--- src/i2c_seq_regs.svh ---
`ifndef I2C_SEQ_REGS_SVH
`define I2C_SEQ_REGS_SVH
// ==========================================================
// device register offsets (device register port)
`define DEV_CONTROL_OFS    2'h0
`define DEV_STATUS_ONE_OFS 2'h1
`define DEV_STATUS_TWO_OFS 2'h2
`define DEV_DATA_OFS       2'h3
// ==========================================================
// control_reg fields
`define CR_PERIPH_ON  5
`define CR_GENCALL_EN 4
`define CR_START      3
`define CR_ACK        2
`define CR_STOP       1
`define CR_IRQ_EN     0
`define CR_RESET      8'h00
// ==========================================================
// status_one fields
`define S1_EVENT       7
`define S1_HEADER_SENT 6
`define S1_TRA         5
`define S1_BYTE_DONE   3
`define S1_ADDR_MATCH  2
`define S1_MASTER      1
`define S1_START_SENT  0
// ==========================================================
// status_two fields
`define S2_NACK     4
`define S2_STOP     3
`define S2_ARB_LOST 2
`define S2_BUS_ERR  1
// ==========================================================
// host register offsets
`define H_CTRL_OFS  8'h00
`define H_ADDR1_OFS 8'h04
`define H_ADDR2_OFS 8'h08
`define H_TX_OFS    8'h0C
`define H_RX_OFS    8'h10
`define H_STAT_OFS  8'h14
`define H_SR1_OFS   8'h18
`define H_SR2_OFS   8'h1C
// ==========================================================
// host ctrl fields
`define HC_EN      0
`define HC_ACK     1
`define HC_GC      2
`define HC_GO      3
`define HC_STOP    4
`define HC_RELEASE 5
// ==========================================================
// timing and fill values
`define SETTLE_CYC 4'h4
`define NACK_FILL  8'hFF
`endif

--- src/i2c_seq_pkg.sv ---
package i2c_seq_pkg;
  // ========================================================
  // sequencer states
  typedef enum logic [3:0] {
    S_IDLE, S_EN2, S_REL, S_SR1, S_SR2, S_DEC, S_RDDR, S_RXW, S_PSTOP
  } seq_state_t;

  // ========================================================
  // whole state of the host
  typedef struct packed {
    seq_state_t st;
    logic       irq_s1;
    logic       irq_s2;
    logic       en;
    logic       ack;
    logic       gc;
    logic       dev_on;
    logic       go_req;
    logic       stop_req;
    logic       rel_req;
    logic       cr_dirty;
    logic       sr2_ok;
    logic       tx_valid;
    logic       rx_valid;
    logic       nack_seen;
    logic       arb_lost;
    logic [7:0] addr1;
    logic [7:0] addr2;
    logic [7:0] tx_byte;
    logic [7:0] rx_byte;
    logic [7:0] sr1;
    logic [7:0] sr2;
    logic [7:0] hrdata;
    logic [3:0] settle;
    logic [1:0] daddr;
    logic [7:0] dwdata;
    logic       dwr;
    logic       drd;
  } host_state_t;
endpackage : i2c_seq_pkg

--- src/i2c_event_host.sv ---
// Decided for this implementation: the address-and-strobe port and the register offsets.
`timescale 1ns/1ps
`default_nettype none
`include "i2c_seq_regs.svh"

// Functional notes
// - address match event is cleared by a status one read alone
// - received byte: read status one, then read data register
// - transmitted byte: read status one, then write next byte
// - slave transmitter nack sets nack and byte done; status one read clears nack
// - after slave nack, write all-ones to data to release byte done
// - slave stop seen is cleared by reading status two
// - start sent: read status one, then write slave address
// - master address done: read status one, then rewrite control register
// - header sent: read status one, then write second address byte
// - enabling takes two control writes with the enable bit set
// - slave stop bit releases lines after byte done; software clears it
module i2c_event_host
  import i2c_seq_pkg::*;
(
  // clock and reset
  input  wire logic       clk_sys,
  input  wire logic       reset_n,
  // host register port
  input  wire logic [7:0] host_addr,
  input  wire logic [7:0] host_wdata,
  input  wire logic       host_wr,
  input  wire logic       host_rd,
  output var  logic [7:0] host_rdata,
  // device register port
  output var  logic [1:0] dev_addr,
  output var  logic [7:0] dev_wdata,
  output var  logic       dev_wr,
  output var  logic       dev_rd,
  input  wire logic [7:0] dev_rdata,
  input  wire logic       dev_irq
);
  import i2c_seq_pkg::*;

  host_state_t s_r;
  host_state_t s_nxt;

  // ========================================================
  // control byte built from the host settings
  function automatic logic [7:0] cr_val(input host_state_t s, input logic start,
                                        input logic stop);
    logic [7:0] v;
    v = `CR_RESET;                       // bits 7:6 stay zero
    v[`CR_PERIPH_ON]  = s.en;
    v[`CR_GENCALL_EN] = s.gc;
    v[`CR_START]      = start;
    v[`CR_ACK]        = s.ack;
    v[`CR_STOP]       = stop;
    v[`CR_IRQ_EN]     = s.en;            // one shared request
    // a disable write is all zero; ack or general call left set there is meaningless
    if (!s.en) v = `CR_RESET;
    return v;
  endfunction : cr_val

  // ========================================================
  // next state
  always_comb begin
    s_nxt        = s_r;
    s_nxt.irq_s1 = dev_irq;
    s_nxt.irq_s2 = s_r.irq_s1;
    s_nxt.dwr    = 1'b0;
    s_nxt.drd    = 1'b0;
    s_nxt.hrdata = 8'h00;
    if (s_r.settle != 4'h0) begin
      s_nxt.settle = s_r.settle - 4'h1;
    end
    // host reads; a clear here loses to a set below
    if (host_rd) begin
      if (host_addr == `H_CTRL_OFS) begin
        s_nxt.hrdata = {2'b00, s_r.rel_req, s_r.stop_req, s_r.go_req, s_r.gc,
                        s_r.ack, s_r.en};
      end else if (host_addr == `H_ADDR1_OFS) begin
        s_nxt.hrdata = s_r.addr1;
      end else if (host_addr == `H_ADDR2_OFS) begin
        s_nxt.hrdata = s_r.addr2;
      end else if (host_addr == `H_TX_OFS) begin
        s_nxt.hrdata = s_r.tx_byte;
      end else if (host_addr == `H_RX_OFS) begin
        s_nxt.hrdata   = s_r.rx_byte;
        s_nxt.rx_valid = 1'b0;
      end else if (host_addr == `H_STAT_OFS) begin
        s_nxt.hrdata = {2'b00, s_r.arb_lost, s_r.nack_seen, s_r.dev_on,
                        s_r.st != S_IDLE, s_r.rx_valid, s_r.tx_valid};
      end else if (host_addr == `H_SR1_OFS) begin
        s_nxt.hrdata = s_r.sr1;
      end else if (host_addr == `H_SR2_OFS) begin
        s_nxt.hrdata = s_r.sr2;
      end
    end
    // write one to clear the sticky error bits
    if (host_wr && host_addr == `H_STAT_OFS) begin
      if (host_wdata[4]) s_nxt.nack_seen = 1'b0;
      if (host_wdata[5]) s_nxt.arb_lost  = 1'b0;
    end
    // event sequencer
    case (s_r.st)
      S_IDLE: begin
        if (s_r.cr_dirty) begin
          s_nxt.cr_dirty = 1'b0;
          s_nxt.dwr      = 1'b1;
          s_nxt.daddr    = `DEV_CONTROL_OFS;
          s_nxt.dwdata   = cr_val(s_r, 1'b0, 1'b0); // stop bit cleared by us
          s_nxt.dev_on   = s_r.en;
          if (s_r.en && !s_r.dev_on) begin
            s_nxt.st = S_EN2;                       // first write only enables
          end
        end else if (s_r.go_req && s_r.dev_on) begin
          s_nxt.go_req = 1'b0;
          s_nxt.dwr    = 1'b1;
          s_nxt.daddr  = `DEV_CONTROL_OFS;
          s_nxt.dwdata = cr_val(s_r, 1'b1, 1'b0);
        end else if (s_r.rel_req && s_r.dev_on) begin
          s_nxt.dwr    = 1'b1;
          s_nxt.daddr  = `DEV_CONTROL_OFS;
          s_nxt.dwdata = cr_val(s_r, 1'b0, 1'b1);  // slave release
          s_nxt.st     = S_REL;
        end else if (s_r.irq_s2 && s_r.settle == 4'h0 && s_r.dev_on) begin
          // status two first: the status one read would wipe the nack flag
          // a halted device raises no request, so nothing starts here
          s_nxt.drd    = 1'b1;
          s_nxt.daddr  = `DEV_STATUS_TWO_OFS;
          s_nxt.sr2_ok = 1'b0;
          s_nxt.st     = S_SR2;
        end
      end
      S_EN2: begin
        // the first write only set the enable, so repeat it in full
        s_nxt.dwr    = 1'b1;                        // second write takes the rest
        s_nxt.daddr  = `DEV_CONTROL_OFS;
        s_nxt.dwdata = cr_val(s_r, 1'b0, 1'b0);
        s_nxt.st     = S_IDLE;
      end
      S_REL: begin
        // stop low again, or the device keeps releasing the lines
        s_nxt.dwr     = 1'b1;                       // software clears stop itself
        s_nxt.daddr   = `DEV_CONTROL_OFS;
        s_nxt.dwdata  = cr_val(s_r, 1'b0, 1'b0);
        s_nxt.rel_req = 1'b0;
        s_nxt.st      = S_IDLE;
      end
      S_SR1: begin
        s_nxt.sr1    = dev_rdata;                   // also clears addr match and nack
        s_nxt.st     = S_DEC;
      end
      S_SR2: begin
        s_nxt.sr2    = dev_rdata;                   // stop seen cleared by this read
        s_nxt.sr2_ok = 1'b1;
        if (dev_rdata[`S2_NACK])     s_nxt.nack_seen = 1'b1;
        if (dev_rdata[`S2_ARB_LOST]) s_nxt.arb_lost  = 1'b1; // device drops master
        // now status one, which opens every read-then-access clear
        s_nxt.drd   = 1'b1;
        s_nxt.daddr = `DEV_STATUS_ONE_OFS;
        s_nxt.st    = S_SR1;
      end
      S_DEC: begin
        // decide from both snapshots of this service
        if (s_r.sr1[`S1_START_SENT]) begin
          s_nxt.dwr    = 1'b1;
          s_nxt.daddr  = `DEV_DATA_OFS;
          s_nxt.dwdata = s_r.addr1;
          s_nxt.st     = S_IDLE;
          s_nxt.settle = `SETTLE_CYC;
        end else if (s_r.sr1[`S1_HEADER_SENT]) begin
          s_nxt.dwr    = 1'b1;
          s_nxt.daddr  = `DEV_DATA_OFS;
          s_nxt.dwdata = s_r.addr2;
          s_nxt.st     = S_IDLE;
          s_nxt.settle = `SETTLE_CYC;
        end else if (s_r.sr1[`S1_ADDR_MATCH]) begin
          s_nxt.st     = S_IDLE;                    // status one read was enough
          s_nxt.settle = `SETTLE_CYC;
        end else if (s_r.sr1[`S1_BYTE_DONE] && s_r.sr1[`S1_TRA]) begin
          // a slave nack shows only in the status two snapshot
          if (!s_r.sr1[`S1_MASTER] && s_r.sr2[`S2_NACK]) begin
            s_nxt.dwr    = 1'b1;
            s_nxt.daddr  = `DEV_DATA_OFS;
            s_nxt.dwdata = `NACK_FILL;
            s_nxt.st     = S_IDLE;
            s_nxt.settle = `SETTLE_CYC;
          end else if (s_r.tx_valid) begin
            s_nxt.dwr      = 1'b1;
            s_nxt.daddr    = `DEV_DATA_OFS;
            s_nxt.dwdata   = s_r.tx_byte;
            s_nxt.tx_valid = 1'b0;
            s_nxt.settle   = `SETTLE_CYC;
            s_nxt.st = (s_r.stop_req && s_r.sr1[`S1_MASTER]) ? S_PSTOP : S_IDLE;
          end
          // no byte yet: wait here, device keeps SCL low
        end else if (s_r.sr1[`S1_BYTE_DONE]) begin
          if (s_r.stop_req && s_r.sr1[`S1_MASTER]) begin
            s_nxt.dwr      = 1'b1;                  // stop before the last read
            s_nxt.daddr    = `DEV_CONTROL_OFS;
            s_nxt.dwdata   = cr_val(s_r, 1'b0, 1'b1);
            s_nxt.stop_req = 1'b0;
            s_nxt.st       = S_RDDR;
          end else if (!s_r.rx_valid) begin
            s_nxt.drd   = 1'b1;
            s_nxt.daddr = `DEV_DATA_OFS;
            s_nxt.st    = S_RXW;
          end
          // unread byte: stall, device keeps SCL low
        end else if (s_r.sr2_ok && s_r.sr1[`S1_MASTER] && s_r.sr2[4:1] == 4'h0) begin
          // master with no stop or error pending: the address has gone out
          s_nxt.dwr    = 1'b1;
          s_nxt.daddr  = `DEV_CONTROL_OFS;
          s_nxt.dwdata = cr_val(s_r, 1'b0, 1'b0);
          s_nxt.st     = S_IDLE;
          s_nxt.settle = `SETTLE_CYC;
        end else begin
          s_nxt.st     = S_IDLE;
          s_nxt.settle = `SETTLE_CYC;
        end
      end
      S_RDDR: begin
        // stop is queued; the data read now finishes the last byte
        if (!s_r.rx_valid) begin
          s_nxt.drd   = 1'b1;
          s_nxt.daddr = `DEV_DATA_OFS;
          s_nxt.st    = S_RXW;
        end
      end
      S_RXW: begin
        // data register read completes the received-byte clear
        s_nxt.rx_byte  = dev_rdata;
        s_nxt.rx_valid = 1'b1;
        s_nxt.st       = S_IDLE;
        s_nxt.settle   = `SETTLE_CYC;
      end
      S_PSTOP: begin
        // the device drops the stop bit itself once the stop is sent
        s_nxt.dwr      = 1'b1;                      // stop after last byte
        s_nxt.daddr    = `DEV_CONTROL_OFS;
        s_nxt.dwdata   = cr_val(s_r, 1'b0, 1'b1);
        s_nxt.stop_req = 1'b0;
        s_nxt.st       = S_IDLE;
      end
      default: begin
        s_nxt.st = S_IDLE;
      end
    endcase
    // host writes last so their sets win over sequencer clears
    if (host_wr) begin
      if (host_addr == `H_CTRL_OFS) begin
        s_nxt.en       = host_wdata[`HC_EN];
        s_nxt.ack      = host_wdata[`HC_ACK];
        s_nxt.gc       = host_wdata[`HC_GC];
        s_nxt.cr_dirty = 1'b1;
        if (host_wdata[`HC_GO])      s_nxt.go_req   = 1'b1;
        if (host_wdata[`HC_STOP])    s_nxt.stop_req = 1'b1;
        if (host_wdata[`HC_RELEASE]) s_nxt.rel_req  = 1'b1;
        if (!host_wdata[`HC_EN]) begin
          s_nxt.go_req   = 1'b0;                    // disable drops pending orders
          s_nxt.stop_req = 1'b0;
          s_nxt.rel_req  = 1'b0;
        end
      end else if (host_addr == `H_ADDR1_OFS) begin
        s_nxt.addr1 = host_wdata;
      end else if (host_addr == `H_ADDR2_OFS) begin
        s_nxt.addr2 = host_wdata;
      end else if (host_addr == `H_TX_OFS) begin
        s_nxt.tx_byte  = host_wdata;
        s_nxt.tx_valid = 1'b1;
      end
    end
  end

  // ========================================================
  // state register; the whole struct clears on reset
  always_ff @(posedge clk_sys) begin
    if (!reset_n) begin
      s_r <= '0;
    end else begin
      s_r <= s_nxt;
    end
  end

  // ========================================================
  // outputs come straight from the state flops
  assign host_rdata = s_r.hrdata;
  assign dev_addr   = s_r.daddr;
  assign dev_wdata  = s_r.dwdata;
  assign dev_wr     = s_r.dwr;
  assign dev_rd     = s_r.drd;

endmodule : i2c_event_host
`default_nettype wire

--- config.mk ---
export PLATFORM = sky130hd
export DESIGN_NAME = i2c_event_host
export DESIGN_NICKNAME = d
export VERILOG_FILES = /design/src/i2c_seq_pkg.sv /design/src/i2c_event_host.sv
export VERILOG_INCLUDE_DIRS = /design/src
export SDC_FILE = /design/constraint.sdc
export NUM_CORES = 1
export LEC_CHECK = 0
export ABC_AREA = 1
export BUFFER_PORTS_ARGS = -buffer_cell sky130_fd_sc_hd__buf_2
export CAP_MARGIN = 20
export CELL_PAD_IN_SITES_DETAIL_PLACEMENT = 1
export CELL_PAD_IN_SITES_GLOBAL_PLACEMENT = 2
export CORE_MARGIN = 8
export CORE_UTILIZATION = 29
export DETAILED_ROUTE_END_ITERATION = 10
export GPL_TIMING_DRIVEN = 0
export PLACE_DENSITY_LB_ADDON = 0.1
export SLEW_MARGIN = 20
export SYNTH_ARGS = -nofsm -noshare
export SYNTH_HDL_FRONTEND = slang
export SYNTH_SLANG_ARGS = --single-unit
--- constraint.sdc ---
create_clock -name clk_sys -period 1.6 [get_ports clk_sys]
set_input_delay 0.24 -clock clk_sys [delete_from_list [all_inputs] [get_ports clk_sys]]
set_output_delay 0.24 -clock clk_sys [all_outputs]
set_load 0.02 [all_outputs]
After elaboration in Yosys (flattened, before gate mapping). Index checks and enable logic that the tools add are counted.

Register bits: 91.

Equal/unequal tests: 33. Reductions and logical operators: 38. Mux-type cells: 107. Add/sub/neg operators: 1. Bitwise operators: 5.

Operators by type and width (count): 2-to-1 mux 4 bit (20); 2-to-1 mux 15 bit (5); 2-to-1 mux 8 bit (7); 2-to-1 mux 1 bit (50); 2-to-1 mux 11 bit (4); one-hot mux 9 bit (4 select lines) (1); equality test 8 x 5 -> 1 bit (second input constant) (4); 2-to-1 mux 6 bit (4); one-hot mux 4 bit (5 select lines) (1); 2-to-1 mux 9 bit (2); inequality test 6 bit (second input constant) (3); equality test 4 x 3 -> 1 bit (second input constant) (4); equality test 8 x 4 -> 1 bit (second input constant) (2); AND reduction 5 bit (3); zero test 4 bit (3); 2-to-1 mux 12 bit (1); 2-to-1 mux 2 bit (6); inequality test 4 bit (second input constant) (3); AND reduction 6 bit (2); nonzero test 4 bit (3); logical AND 1 bit (11); one-hot mux 2 bit (5 select lines) (1); equality test 4 x 2 -> 1 bit (second input constant) (2); equality test 8 x 3 -> 1 bit (second input constant) (1); 22 further kinds (41).

Depth between registers and ports, before layout.
Depth after elaboration: 13. Mapped depth: 12.

Worst setup path before layout. Ideal clock, no wire load.

Path type: register to register. From: register s_r[12] (netlist name). To: register s_r[90] (netlist name). Stages on the path, launching flop included: 12. Buffers on the path: 0. Clock period less this slack: 1.452 ns. Setup slack: 0.148 ns. Library setup time: 0.114 ns. Arrival time: 1.338 ns. Required time: 1.486 ns. Cells stage by stage: dfxtp_1 > inv_1 > ha_1 > inv_1 > nor2_1 > nand3_1 > nand2_1 > nand2_1 > nor2_1 > nand2_1 > nand2_1 > nor2_1.

Longest elaborated chain between the ends: 5.

RTL lines: start: declaration (line i2c_event_host.sv:40) `host_state_t s_r;`; start signal: assignment (line i2c_event_host.sv:278) `s_r <= s_nxt;`; zero test 4 bit (line i2c_event_host.sv:122) `end else if (s_r.irq_s2 && s_r.settle == 4'h0 && s_r.dev_on) begin`; logical AND 1 bit (2 in a row) (line i2c_event_host.sv:122); inequality test 4 bit (no line); AND reduction 4 bit (no line).

No other way between the ends. A chain may end at the register's enable or synchronous reset.

Final worst setup path.
From: register s_r[90] (netlist name). To: register s_r[87] (netlist name).

Longest elaborated chain between the ends: 3.

RTL lines: equality test 4 x 3 -> 1 bit / zero test 4 bit (equally long branches) (line i2c_event_host.sv:101) `case (s_r.st)`; inequality test 7 bit (no line), or another cell as far along; AND reduction 4 bit (no line).

Parallel ways exist; a longest one is shown, timed or not.

==> qor.yml <==
p_seq_frac: 0.434
max-slew-margin-rel: 0.454
clk_pin_slew_ns: 0.07
synth_edf_count: 0
syn_nets: 769
synth_top_flop_cell: "dfxtp_1"
cts_tree: "built"
slew_viol_final: 0
rsz0062_at_grt: "true"
worst-path-buf-inv: 2
grt_max_degree: 15
ir_drop_v: 0.000520
drtAntennaViolNets: 0
n_antenna_cell: 0
place_ws_ns: -0.578
r2r_start: "s_r[90]$_SDFFE_PN0P_"
required_ns: 1.87
route.detailed.wl_per_inst_um: 18.1
synth-async-reset-ratio: 0
dieWidth_um: 145
coreArea_um2: 16400
io_buffers: 47
via_per_inst: 4.78
start_util: 0.294
setup_viol: 0
dr.first_iter.drc_count: 301
grt_pass1_vias: 5281
arrival_ns: 1.85
nNetsFinal: 846
syn_avg_cell_area_um2: 6.53
setup.worst_path.start: "s_r[90]$_SDFFE_PN0P_"
p_sw_frac: 0.246
drive_above_1_share: 0.244
holdWs_ns: 0.0668
clock_latency_ns: 0.36
finalHoldViolations: 0
hold_path.class: "in -> reg"
antenna_found_initial: 0
clk_path_buf_depth: 2
final_cells: 1041
dpl_cell_area_um2: 5330
die_h_um: 145
ys_seq_area_frac: 0.378
ios: 49
startpoint_type: "flop"
leakage_nw: 2.78
finClkSkew_ns: 0.00750
gp_congestion: 0.826
combPwrFrac: 0.095
yosysWarningCount: 0
htreeDepth: 3
die_area_um2: 21000
grt-ovfl-total: 0
fin_crit_sh: 0.987
cts_buffers: 9
final_util: 0.375
powerDensity_nw_per_um2: 874
tightest_slew_ns: 0.819
drcViolationCount: 0
critPathKind: "reg -> reg"
critPathSlowestCell: "dfxtp_4"
status: "complete, no violations"
track_usage: 0.179
fin_ws_ns: 0.0215
cap_violations: 0
std_cell_rows: 47
period_needed_ns: 1.58
syn_inst: 739
routed_wl_um: 18900
critPathMaxFanout: 5
clockPowerShare: 0.470
dp_hpwl_um: 14800
min_from: "dev_irq"
synth_area_um2: 4820
cp_top_family: "simple AND/OR/NAND/NOR gates"
tns_ns: 0
dr.pass1.iters: 4
internal-power_mw: 4.06
grt_pass1_wl_um: 29600
netSwitchingPower_mw: 1.32
finalPower_mw: 5.38
place_inst: 1006
ys_ff_latch: 91
cts.sinks: 91
slowest_delay_ns: 0.38
design_area_um2: 6150
worstPathCellList: "inv_4, nand2_8, nor2_4, nand2_4, nor2_4, buf_6, nand3_4, o211ai_1, nand2_1, a21oi_1"
cts-root-buf: "clkbuf_16"
worstSetupEndpointType: "flop"
cpMostUsedCell: "nor2_4"
via_count: 4977
ys_types: 36
synthToLayoutAreaGrowth_pct: 27.6
timing.fmax_ghz: 0.634
[power groups by stage]
stage / clock, mW / sequential, mW / combinational [mW]
after global placement: 0 / 2.38 / 0.379
after floorplan: 0 / 2.38 / 0.255
after CTS: 2.59 / 2.33 / 0.433
final: 2.53 / 2.34 / 0.512
after detailed placement: 0 / 2.38 / 0.406
after global routing: 2.67 / 2.34 / 0.577
[metal layers]
layer	wire length (um)	GRT usage	vias to the layer above
met3	772	0.0286	17
met1	8820	0.236	2360
li1	-	-	2509
met2	8950	0.293	91
met5	0	0	-
met4	323	0.0547	0
[registers in the layout, indices dropped and copies added (netlist names)]
| signal | cells |
|---|---|
| dev_addr | 2 |
| dev_wdata | 8 |
| s_nxt | 1 |
| s_r | 70 |
| dev_rd | 1 |
| host_rdata | 8 |
| dev_wr | 1 |
[cell usage after synthesis (all sizes together), types with 2 or more instances]
cell | instances | area share
nand4 | 9 | 0.013
a21oi | 77 | 0.080
o31ai | 2 | 0.0031
clkinv | 2 | 0.0016
dfxtp | 91 | 0.38
nor3 | 9 | 0.018
nand3 | 56 | 0.061
o21ai | 64 | 0.066
nand2 | 158 | 0.13
buf | 23 | 0.037
inv | 101 | 0.079
clkbuf | 14 | 0.013
o211ai | 6 | 0.0093
nor2 | 117 | 0.095
a211oi | 2 | 0.0031
[tightest hold or removal path, stage by stage]
cell and delay, ns:
buf_2 0.08, nand2_1 0.04, inv_1 0.04
[worst paths after layout]
path / endpoint / slack, ns / depth (start not counted)
worst max-delay path: s_r[87]$_SDFFE_PN0P_ / 0.02 / 10
worst min register to register: s_r[42]$_SDFFE_PN0P_ / 0.46 / 2
worst min-delay path: s_nxt[85]$_SDFF_PN0_ / 0.07 / 3
worst max register to register: s_r[87]$_SDFFE_PN0P_ / 0.02 / 10
[logic make-up (layout without fill, tap and decap cells)]
kind of cell,after synthesis,count (layout),share of synthesized area
AO/OA/AOI/OAI,154,154,0.167
flip-flops,91,91,0.378
XOR/XNOR,1,1,0.00182
buffers and inverters,140,221,0.130
AND/OR/NAND/NOR,352,353,0.321
adder cells (fa/ha/maj),1,1,0.00259
[final cells by class]
| cell class | instances | area (um^2) |
|---|---|---|
| Buffer | 36 | 243 |
| Tap cell | 220 | 275 |
| Multi-Input combinational cell | 509 | 2670 |
| Sequential cell | 91 | 1840 |
| Inverter | 103 | 394 |
| Clock buffer | 11 | 243 |
| Fill cell | 2088 | 10300 |
| Clock inverter | 5 | 100 |
| Timing Repair Buffer | 66 | 382 |
[what timing repair did]
| item | 4_1_cts | 5_1_grt |
|---|---|---|
| resized for setup | 51 | 62 |
| pin swaps | 4 | 20 |
| hold buffers | 0 | 0 |
| cloned | 0 | 1 |
| endpoints found under the hold margin | 0 | 0 |
| buffers inserted | 5 | 14 |
| setup endpoints to repair | 52 | 31 |
[cells in the final DEF, fill, tap and decap left out, types with 2 or more instances in the layout]
cell | synthesis | final
dfxtp_1 | 91 | 79
dfxtp_2 | 0 | 9
nand2_1 | 151 | 136
a21oi_2 | 0 | 4
bufinv_16 | 0 | 3
nand3_1 | 55 | 49
buf_6 | 2 | 3
o211ai_1 | 6 | 6
buf_4 | 20 | 38
nand3_2 | 0 | 4
inv_1 | 99 | 93
dfxtp_4 | 0 | 3
nor2_1 | 114 | 95
a211oi_2 | 0 | 2
buf_2 | 1 | 49
nor3_1 | 4 | 3
nand3_4 | 1 | 3
nor2_4 | 2 | 12
inv_2 | 2 | 7
nor3_4 | 3 | 5
clkbuf_1 | 13 | 10
o21ai_2 | 0 | 2
nand4_1 | 8 | 8
nor2_2 | 1 | 10
a21oi_1 | 77 | 72
clkinv_2 | 0 | 2
clkbuf_8 | 1 | 2
o21ai_0 | 62 | 56
nand2_2 | 6 | 14
o21ai_1 | 2 | 6
nand2_4 | 1 | 8
o31ai_1 | 2 | 2
clkbuf_16 | 0 | 9
Power figures use the tool's default switching activity.
